`config.mk`:
```
export PLATFORM = sky130hd
export DESIGN_NAME = fcl_load_port
export DESIGN_NICKNAME = d
export VERILOG_FILES = /design/src/rtl/fcl_sync3.v /design/src/rtl/fcl_load_port.v
export VERILOG_INCLUDE_DIRS = /design/src /design/src/rtl
export SDC_FILE = /design/constraint.sdc
export NUM_CORES = 1
export LEC_CHECK = 0
export ABC_AREA = 1
export CAP_MARGIN = 20
export CELL_PAD_IN_SITES_DETAIL_PLACEMENT = 0
export CELL_PAD_IN_SITES_GLOBAL_PLACEMENT = 1
export CORE_MARGIN = 1.5
export CORE_UTILIZATION = 49
export CTS_CLUSTER_SIZE = 14
export DETAILED_ROUTE_END_ITERATION = 8
export DONT_BUFFER_PORTS = 1
export GPL_ROUTABILITY_DRIVEN = 0
export HOLD_SLACK_MARGIN = 0.05
export PLACE_DENSITY = 0.81
export SYNTH_ARGS = -nofsm -noshare
export SYNTH_HDL_FRONTEND = slang
export SYNTH_SLANG_ARGS = --single-unit
```
`constraint.sdc`:
```
create_clock -name mclk -period 8.3 [get_ports mclk]
set_input_delay 1.66 -clock mclk [delete_from_list [all_inputs] [get_ports mclk]]
set_output_delay 1.66 -clock mclk [all_outputs]
set_load 0.03 [all_outputs]
```
`src/rtl/fcl_defs.vh`:
```
// Shared constants for the configuration load port
`ifndef FCL_DEFS_VH
`define FCL_DEFS_VH
// Mode pin codes, packed as {mode_select_2, mode_select_1, mode_select_0}
`define FCL_MODE_PAR_UP 3'h4
`define FCL_MODE_PAR_DN 3'h6
`define FCL_MODE_SER_MS 3'h0
`define FCL_MODE_PERIPH 3'h5
`define FCL_MODE_SLAVE 3'h7
// Address start points
`define FCL_ADDR_UP_START 18'h00000
`define FCL_ADDR_DN_START_S 18'h0FFFF
`define FCL_ADDR_DN_START_L 18'h3FFFF
// Header lengths in bits
`define FCL_HDR_BITS_STD 6'h28
`define FCL_HDR_BITS_EXT 6'h30
// Length counter width
`define FCL_LEN_BITS 24
// Configuration clock divider: half period in mclk cycles
`define FCL_CONFIG_CLOCK_HALF 4'h4
// Power-up wait before ready, in ms, and cycles at 25 MHz
`define FCL_WAKE_MS 34
`define FCL_WAKE_CYC (`FCL_WAKE_MS * 25000)
`endif

```
`src/rtl/fcl_sync3.v`:
```
// Three-stage input synchroniser with agreement filter
`timescale 1ns/1ps
module fcl_sync3 #(
  parameter W = 1
) (
  input wire mclk, // System clock
  input wire sys_rst, // Asynchronous reset, active high
  input wire [W-1:0] async_in, // Input from outside the clock domain
  output reg [W-1:0] sync_out // Filtered level
);
  reg [W-1:0] s1_q;
  reg [W-1:0] s2_q;
  reg [W-1:0] s3_q;

  // First stage feeds only the second; output moves when stages two and three agree
  always @(posedge mclk or posedge sys_rst) begin
    if (sys_rst) begin
      s1_q <= {W{1'b0}};
      s2_q <= {W{1'b0}};
      s3_q <= {W{1'b0}};
      sync_out <= {W{1'b0}};
    end else begin
      s1_q <= async_in;
      s2_q <= s1_q;
      s3_q <= s2_q;
      sync_out <= (s2_q & s3_q) | (sync_out & (s2_q | s3_q));
    end
  end
endmodule // fcl_sync3

```
`src/rtl/fcl_load_port.v`:
```
// Configuration load port: mode select, PROM fetch, peripheral, serial, daisy chain
`timescale 1ns/1ps
`include "fcl_defs.vh"
// Notes on behaviour
// - Mode pins choose one of five load methods
// - Parallel up starts zero; down starts all-ones
// - Drive address bus, read byte bus in parallel
// - Master serial drives clock; PROM returns serial data
// - Accept byte only with chip select and strobe
// - Byte bit n arrives on data pin n
// - Serial legacy data LSB first, length MSB
// - Ready pin held low until modes sampled
// - User I/O activation timing is programmable
// - Later chain devices run slave serial mode
// - Emit 40/48-bit header on serial output
// - Early done option for mixed-family slaves
// - Output high after header until own data done
// - Count every config clock rise after init high
// - Done only when count equals stored length
module fcl_load_port #(
  parameter ADDR_W = 18, // Address counter width
  parameter LARGE_FAMILY = 1, // 1: down mode starts at 3FFFF, else FFFF
  parameter WAKE_CYC = `FCL_WAKE_CYC // Power-up wait in mclk cycles
) (
  input wire mclk, // 25 MHz system clock
  input wire sys_rst, // Asynchronous reset, active high
  input wire mode_select_0, // Mode pin 0
  input wire mode_select_1, // Mode pin 1
  input wire mode_select_2, // Mode pin 2
  input wire ext_header, // 1: emit 48-bit header, else 40-bit
  input wire early_done, // 1: done and I/O before final clocks
  input wire [`FCL_LEN_BITS-1:0] length_count, // Stored length-count value
  input wire config_clock_in, // Configuration clock pin input (slave)
  output reg config_clock_out, // Configuration clock driven (master)
  output reg config_clock_oe, // High while driving config clock
  input wire serial_din, // Serial data input
  output reg serial_dout, // Serial daisy-chain output
  input wire [7:0] config_byte_bus, // Parallel data bus
  output reg [15:0] prom_address_bus, // PROM address low bits
  output reg [ADDR_W-17:0] prom_address_hi, // PROM address upper bits
  output reg prom_address_oe, // High while address bus is driven
  input wire periph_cs_n, // Peripheral chip select, active low
  input wire periph_wr_n, // Peripheral write strobe, active low
  output reg ready_busy, // Ready (high) / busy (low)
  output reg init_status, // Initialisation done, high when ready
  output reg low_during_config_n, // Low during configuration
  output reg done, // Configuration done
  output reg user_io_en // User I/O activated
);
  // One-hot states
  localparam S_WAKE = 5'h01;
  localparam S_IDLE = 5'h02;
  localparam S_LOAD = 5'h04;
  localparam S_START = 5'h08;
  localparam S_FIN = 5'h10;

  wire [2:0] mode_s;
  wire config_clock_s;
  wire din_s;
  wire cs_n_s;
  wire wr_n_s;
  wire [7:0] byte_s;

  // All pins cross from outside mclk: three modes, clock, data, two strobes, byte
  // The byte may use plain per-bit stages because it stands still around its strobe
  fcl_sync3 #(.W(15)) u_sync (
    .mclk(mclk),
    .sys_rst(sys_rst),
    .async_in({mode_select_2, mode_select_1, mode_select_0, config_clock_in,
      serial_din, periph_cs_n, periph_wr_n, config_byte_bus}),
    .sync_out({mode_s, config_clock_s, din_s, cs_n_s, wr_n_s, byte_s})
  );

  reg [4:0] state_q;
  reg [2:0] mode_q;
  reg [22:0] wake_q;
  reg [3:0] div_q;
  reg config_clock_q;
  reg config_clock_prev_q;
  reg [`FCL_LEN_BITS-1:0] count_q;
  reg [5:0] hdr_q;
  reg [ADDR_W-1:0] addr_q;
  reg [7:0] shift_q;
  reg [3:0] nbits_q;
  reg wr_prev_q;
  reg own_done_q;
  reg [2:0] start_q;

  wire is_par = (mode_q == `FCL_MODE_PAR_UP) || (mode_q == `FCL_MODE_PAR_DN);
  wire is_per = (mode_q == `FCL_MODE_PERIPH);
  wire is_slave = (mode_q == `FCL_MODE_SLAVE);
  wire is_master = !is_slave && !is_per;
  wire [ADDR_W-1:0] dn_start = LARGE_FAMILY ? `FCL_ADDR_DN_START_L : `FCL_ADDR_DN_START_S;

  // Local clock divider runs as a master only in the load and start-up states
  wire run_clk = is_master && (state_q == S_LOAD || state_q == S_START);
  wire half_tick = (div_q == `FCL_CONFIG_CLOCK_HALF - 4'h1);
  // Peripheral modes also step the converter from the internal divider
  wire int_rise = half_tick && !config_clock_q && (run_clk || (is_per && nbits_q != 4'h0));
  wire ext_rise = is_slave && config_clock_s && !config_clock_prev_q;
  wire rise = is_slave ? ext_rise : int_rise;

  // Serial bit this clock: direct pin, or converter LSB-first shift
  wire cur_bit = (is_par || is_per) ? shift_q[0] : din_s;
  wire len_match = (count_q == length_count);
  wire [5:0] hdr_len = ext_header ? `FCL_HDR_BITS_EXT : `FCL_HDR_BITS_STD;
  wire wr_done = is_per && !cs_n_s && wr_n_s && !wr_prev_q;

  // Clock divider and edge tracking
  always @(posedge mclk or posedge sys_rst) begin
    if (sys_rst) begin
      div_q <= 4'h0;
      config_clock_q <= 1'b0;
      config_clock_prev_q <= 1'b0;
    end else begin
      config_clock_prev_q <= config_clock_s;
      if (half_tick) begin
        div_q <= 4'h0;
      end else begin
        div_q <= div_q + 4'h1;
      end
      if (half_tick && (run_clk || is_per)) begin
        config_clock_q <= ~config_clock_q;
      end else if (!run_clk && !is_per) begin
        config_clock_q <= 1'b0;
      end
    end
  end

  // Write strobe history for the rising-edge detector
  always @(posedge mclk or posedge sys_rst) begin
    if (sys_rst) begin
      wr_prev_q <= 1'b1;
    end else begin
      wr_prev_q <= wr_n_s;
    end
  end

  // Main sequencer
  always @(posedge mclk or posedge sys_rst) begin
    if (sys_rst) begin
      state_q <= S_WAKE;
      mode_q <= `FCL_MODE_SLAVE;
      wake_q <= 23'h000000;
      count_q <= {`FCL_LEN_BITS{1'b0}};
      hdr_q <= 6'h00;
      addr_q <= {ADDR_W{1'b0}};
      shift_q <= 8'h00;
      nbits_q <= 4'h0;
      own_done_q <= 1'b0;
      start_q <= 3'h0;
    end else begin
      case (state_q)
        S_WAKE: begin
          // Wait out power-up, then latch mode pins once
          if (wake_q == WAKE_CYC[22:0]) begin
            mode_q <= mode_s;
            addr_q <= (mode_s == `FCL_MODE_PAR_DN) ? dn_start : `FCL_ADDR_UP_START;
            state_q <= S_IDLE;
          end else begin
            wake_q <= wake_q + 23'h000001;
          end
        end
        S_IDLE: begin
          // Init goes high as this state is left; header counter starts fresh
          state_q <= S_LOAD;
          count_q <= {`FCL_LEN_BITS{1'b0}};
          hdr_q <= 6'h00;
        end
        S_LOAD: begin
          // Load a new byte into the converter when it is empty
          if (is_par && nbits_q == 4'h0 && half_tick && !config_clock_q) begin
            shift_q <= byte_s;
            nbits_q <= 4'h8;
            if (mode_q == `FCL_MODE_PAR_DN) begin
              addr_q <= addr_q - {{(ADDR_W-1){1'b0}}, 1'b1};
            end else begin
              addr_q <= addr_q + {{(ADDR_W-1){1'b0}}, 1'b1};
            end
          end else if (wr_done && nbits_q == 4'h0) begin
            shift_q <= byte_s;
            nbits_q <= 4'h8;
          end else if (rise) begin
            if ((is_par || is_per) && nbits_q != 4'h0) begin
              shift_q <= {1'b0, shift_q[7:1]};
              nbits_q <= nbits_q - 4'h1;
            end
          end
          if (rise) begin
            count_q <= count_q + {{(`FCL_LEN_BITS-1){1'b0}}, 1'b1};
            if (hdr_q != hdr_len) begin
              hdr_q <= hdr_q + 6'h01;
            end
            if (len_match) begin
              own_done_q <= 1'b1;
              state_q <= S_START;
            end
          end
        end
        S_START: begin
          // A few further clocks to run start-up
          if (rise) begin
            start_q <= start_q + 3'h1;
            if (start_q == 3'h3) begin
              state_q <= S_FIN;
            end
          end
        end
        S_FIN: begin
          // Only a reset leaves here; the local clock is parked low meanwhile, except in peripheral mode where it keeps toggling
          state_q <= S_FIN;
        end
        default: begin
          state_q <= S_WAKE;
        end
      endcase
    end
  end

  // Configuration clock pin; released in slave and peripheral modes
  always @(posedge mclk or posedge sys_rst) begin
    if (sys_rst) begin
      config_clock_out <= 1'b0;
      config_clock_oe <= 1'b0;
    end else begin
      config_clock_out <= config_clock_q;
      config_clock_oe <= is_master && state_q != S_WAKE;
    end
  end

  // Status pins; init also resets the serial PROM, so it drops on every restart
  always @(posedge mclk or posedge sys_rst) begin
    if (sys_rst) begin
      init_status <= 1'b0;
      low_during_config_n <= 1'b1;
    end else begin
      init_status <= state_q != S_WAKE;
      low_during_config_n <= !(state_q == S_LOAD || state_q == S_START);
    end
  end

  // PROM address pins; released at the match so user logic may take them over
  always @(posedge mclk or posedge sys_rst) begin
    if (sys_rst) begin
      prom_address_bus <= 16'h0000;
      prom_address_hi <= {(ADDR_W-16){1'b0}};
      prom_address_oe <= 1'b0;
    end else begin
      prom_address_bus <= addr_q[15:0];
      prom_address_hi <= addr_q[ADDR_W-1:16];
      prom_address_oe <= is_par && state_q == S_LOAD;
    end
  end

  // Ready stays low until the mode is known, so no false ready after power-up
  always @(posedge mclk or posedge sys_rst) begin
    if (sys_rst) begin
      ready_busy <= 1'b0;
    end else begin
      ready_busy <= is_per && state_q == S_LOAD && nbits_q == 4'h0 && !wr_done;
    end
  end

  // Header goes out ahead of data, then high, then pass-through
  // Idle level is high so a downstream device sees no start bit before the header
  always @(posedge mclk or posedge sys_rst) begin
    if (sys_rst) begin
      serial_dout <= 1'b1;
    end else begin
      if (rise && state_q == S_LOAD) begin
        if (hdr_q != hdr_len) begin
          serial_dout <= cur_bit;
        end else begin
          serial_dout <= 1'b1;
        end
      end else if (rise && own_done_q) begin
        serial_dout <= cur_bit;
      end
    end
  end

  // Early option raises done and I/O at the match; both hold until reset
  always @(posedge mclk or posedge sys_rst) begin
    if (sys_rst) begin
      done <= 1'b0;
      user_io_en <= 1'b0;
    end else begin
      if (early_done && own_done_q) begin
        done <= 1'b1;
        user_io_en <= 1'b1;
      end else if (state_q == S_FIN) begin
        done <= 1'b1;
        user_io_en <= 1'b1;
      end
    end
  end
endmodule // fcl_load_port

```
-- Word level (Yosys, flattened, before mapping)
Index checks and enable logic that the tools add are counted.
- bits in registers: 188
- bits of input ports: 43
- output and inout bits: 27
- add/sub/neg operators: 8
- equality and inequality tests: 23
- muxes and demuxes: 35
- bitwise operators: 6
- reductions and logical operators: 57
- operators by type and width (cell ; number):
    18-bit two-way mux ; 4
    24-bit case mux with 2 select lines ; 1
    18-bit case mux with 2 select lines ; 1
    8-bit two-way mux ; 4
    15-bit bitwise AND ; 2
    5-bit two-way mux ; 6
    15-bit bitwise OR ; 2
    1-bit logical AND ; 25
    5-bit case mux with 5 select lines ; 1
    24-bit by 1-bit adder with 24-bit output, second input constant ; 1
    24-bit equality test ; 1
    24-bit two-way mux ; 1
    23-bit by 1-bit adder with 23-bit output, second input constant ; 1
    23-bit by 20-bit equality test with 1-bit output, second input constant ; 1
    4-bit two-way mux ; 5
    18-bit by 1-bit adder with 18-bit output, second input constant ; 1
    18-bit by 1-bit subtractor with 18-bit output, second input constant ; 1
    3-bit equality test, second input constant ; 5
    6-bit two-way mux ; 2
    2-bit != test, second input constant ; 6
    6-bit case mux with 2 select lines ; 1
    3-bit AND reduction ; 4
    2-bit nonzero test ; 5
    1-bit zero test ; 9
    other kinds (22) ; 39

-- Longest topological paths before layout
- word-level depth: 10
- depth in mapped cells: 15

-- By module
A second synthesis with hierarchy kept.
- cell total of the unflattened synthesis: 1132
- area total of the unflattened synthesis: 9395.3 µm²
- modules (own cells, without submodules) (module ; times used ; cells each ; area each (µm²)):
    fcl_load_port ; 1 ; 1011 ; 7646.1
    fcl_sync3 ; 1 ; 121 ; 1749.2

-- Worst setup path after synthesis
No wires, ideal clock.
- kind: input to register
- start point: in ext_header
- end point: reg hdr_q[4]
- library setup time: 0.122 ns
- arrival: 2.400 ns
- required time: 8.178 ns
- slack: 5.778 ns
- stages on the path: 10
- buffers on the path: 0
- cell sequence: nor2_1 nand2_1 a21oi_1 nand2_1 o21ai_0 inv_1 nand2_2 inv_1 nand2_1 o21ai_1
- cells in the longest elaborated chain, start to end: 4
- RTL lines (item ; RTL line ; text):
    start: declaration ; fcl_load_port.v:30 ; input wire ext_header,
    5-bit two-way mux (no source line) ; n/a ;
    6-bit != test ; fcl_load_port.v:191 ; if (hdr_q != hdr_len) begin
    2-bit by 1-bit != test with 1-bit output (no source line) ; n/a ;
    3-bit AND reduction (no source line) ; n/a ;
    end signal: assignment ; fcl_load_port.v:192 ; hdr_q <= hdr_q + 6'h01;
    end: declaration ; fcl_load_port.v:81 ; reg [5:0] hdr_q;
No other way between the ends.
A chain may end at the register's enable or synchronous reset.

==> key figures <==
Synthesis
  – Leading area contributor after synthesis: dfrtp_1
  – Synth warn: 0
  – Post-synthesis cell type count: 43
  – Gate Count Post-Synth: 1069
  – Most frequent cells after synthesis: nand2_1 (277), dfrtp_1 (181), nor2_1 (129), inv_1 (105), nand3_1 (76)
  – Ys flop type: dfrtp_1
  – Register area share after synthesis: 0.510
  – Fraction of registers with async set/reset: 1.00
  – Syn nets: 1138
  – Synthesized cell area: 0.00925 sq mm
  – Number of synthesized flops with an enable pin: 0
  – #FFs+latches synth: 188
  – Top-area cell type share of the netlist area: 0.490
  – Top-count cell post-synth: nand2_1
  – Mean Syn Cell Area: 8.65 sq um
  – Synth top area cells: dfrtp_1 (49%), nand2_1 (11%), nor2_1 (5.2%)

Critical path
  – Crit start category: register
  – Worst setup path startpoint: user_io_en
  – Critical Path Fanout Max: 3
  – Reg2reg start: mode_q[0]
  – Worst Setup End Kind: output pin
  – WP data required: 6.64 ns
  – Crit path DAT: 1.16 ns
  – Kind of critical path: register to output pin

Route
  – Drt drc: 0
  – Vias per cell: 5.07
  – Antenna-violating nets left: 0
  – Vias: 6686
  – Starting DRT DRC Count: 410
  – Final wirelength: 18500 um
  – DR WL/cell: 14.0 um
  – Pre-antenna DRT Iters: 4

Cells and area
  – # fillers: 1737
  – Share of layout cells above drive strength 1: 0.0672
  – Final net count: 1142
  – Layout area overhead: 8.25%
  – Post-layout instance area: 0.0100 sq mm
  – Diodes inserted: 0
  – Layout Cells excl Fill: 1320

Die
  – Rows: 50
  – Die Area: 0.0197 sq mm
  – Chip Height: 140 um
  – Ports: 70
  – Die W: 140 um
  – Starting Density: 0.498
  – Placeable Area: 0.0186 sq mm

Clock tree
  – CTS tree: done
  – Root Driver: clkbuf_16
  – Hold Buf Count CTS: 0
  – Post-cts sizing count: 0
  – Total CTS buffers: 17
  – Clk buf depth: 2
  – Postcts setup bufs: 0
  – Clk sinks: 188
  – Worst-path clk slew: 0.07 ns
  – Worst skew pair latency: 0.43 ns
  – Htree depth: 4

STA
  – Max Freq: 355 MHz
  – RSZ-0062 raised after global routing: false
  – Count of final setup violators: 0
  – Worst hold slack: 0.343 ns
  – Worst-Margin Slew: 0.979 ns
  – Final worst slack: 5.48 ns
  – Slew HR: 0.347
  – Max Transition Viols Final: 0
  – Min Tclk post-route: 2.82 ns
  – Final count of hold timing violations: 0
  – Final Skew: 0.00971 ns
  – Fin crit share: 0.340
  – Fin Setup TNS: 0 ns

Power and ir drop
  – Total net switching power: 404 uW
  – Peak supply drop: 0.000111 V
  – Int Pwr: 1.36 mW
  – Clock power share: 0.446
  – Sequential share of power: 0.535
  – Power per cell area: 176 mW/mm^2
  – Static Leak: 4.81 nW
  – Switching share of power: 0.228
  – Comb pwr share: 0.019

Worst hold path
  – Hold Path Origin: u_sync.s1_q[0]
  – Min-delay worst type: register to register

Placed design
  – Area post-placement: 0.00944 sq mm
  – Dpl cells: 1288
  – Post-Place Setup Slack: 5.06 ns
  – IO buf count: 0
  – DP Wirelength: 13100 um

Global route
  – First-pass GRT wire length: 31900 um
  – GR peak layer: met2
  – GRT Util Overall: 0.202
  – Antenna violations before repair: 0
  – Global routing usage on met1: 0.280
  – Largest net degree at the start of global routing: 111
  – Vias in the first global route: 6509
  – GRT met2 Usage: 0.330
  – Met3 usage: 0.0356
  – GR Overflow Total: 0

Run status
  – Status: completed

Flow run
  – MaxCap Viol Count: 0
## state kept, by name, indices dropped and copies added (netlist names), 5 cells and up
| register | flops |
|---|---|
| count_q | 24 |
| state_q | 5 |
| shift_q | 8 |
| wake_q | 23 |
| addr_q | 18 |
| hdr_q | 6 |
| u_sync.s1_q | 15 |
| u_sync.sync_out | 15 |
| u_sync.s3_q | 15 |
| u_sync.s2_q | 15 |
| prom_address_bus | 16 |
## layer usage
layer	wire length, um	share of wire	vias up
met3	538	0.029	17
met4	198	0.011	0
li1	-	-	3441
met1	9120	0.49	3129
met5	0	0	-
met2	8650	0.47	99
## final timing paths
path	cells after the start	slack, ns	end
max in group asynchronous	2	5.63	u_sync.sync_out[12]
min reg2reg	0	0.34	u_sync.s2_q[0]
max	0	5.48	done
min	0	0.34	u_sync.s2_q[0]
min in group asynchronous	1	1.21	config_clock_oe
max reg2reg	13	5.61	addr_q[16]
## stage by stage
| step | util | total power, mW |
|---|---|---|
| finish | 0.539 | 1.77 |
| global route | 0.539 | 1.83 |
| CTS | 0.539 | 1.79 |
| detailed placement | 0.508 | 0.998 |
| global placement | 0.508 | 0.997 |
| floorplan | - | 0.987 |
## power groups by stage
| stage | Clock (mW) | Sequential (mW) | Combinational, mW |
|---|---|---|---|
| 6_report | 0.789 | 0.945 | 0.0332 |
| 5_1_grt | 0.843 | 0.948 | 0.0396 |
| 4_1_cts | 0.808 | 0.945 | 0.0351 |
| 3_5_place_dp | 0 | 0.963 | 0.0352 |
| 3_3_place_gp | 0 | 0.962 | 0.0342 |
| 2_1_floorplan | 0 | 0.960 | 0.0274 |
## cells in the final DEF, fill, tap and decap left out, types with 15 or more instances in the layout
cell type	n
nor2_1	129
dfrtp_1	181
nand4_1	16
maj3_1	15
nand2_1	277
inv_1	104
a21oi_1	40
nand3_1	76
o21ai_0	30
clkbuf_16	17
nor3_1	23
xor2_1	48
ha_1	25
## logic make-up after synthesis
logic type,Yosys count,share of synthesized area
muxes,2,0.00243
adders and majority gates,41,0.0522
buffers and inverters,125,0.0568
and+or+nand+nor,562,0.271
DFF,188,0.510
xor gates and xnor gates,57,0.0540
AOI/OAI and AO/OA,94,0.0537
## cell type report
type | count | area [sq um] | area share
Sequential cell | 188 | 4710 | 0.471
Timing Repair Buffer | 1 | 7.51 | 0.000750
Inverter | 109 | 417 | 0.0416
Tap cell | 234 | 293 | 0.0292
Clock inverter | 11 | 101 | 0.0101
Multi-Input combinational cell | 756 | 4010 | 0.401
Clock buffer | 21 | 470 | 0.0470
Power figures use the tool's default switching activity.
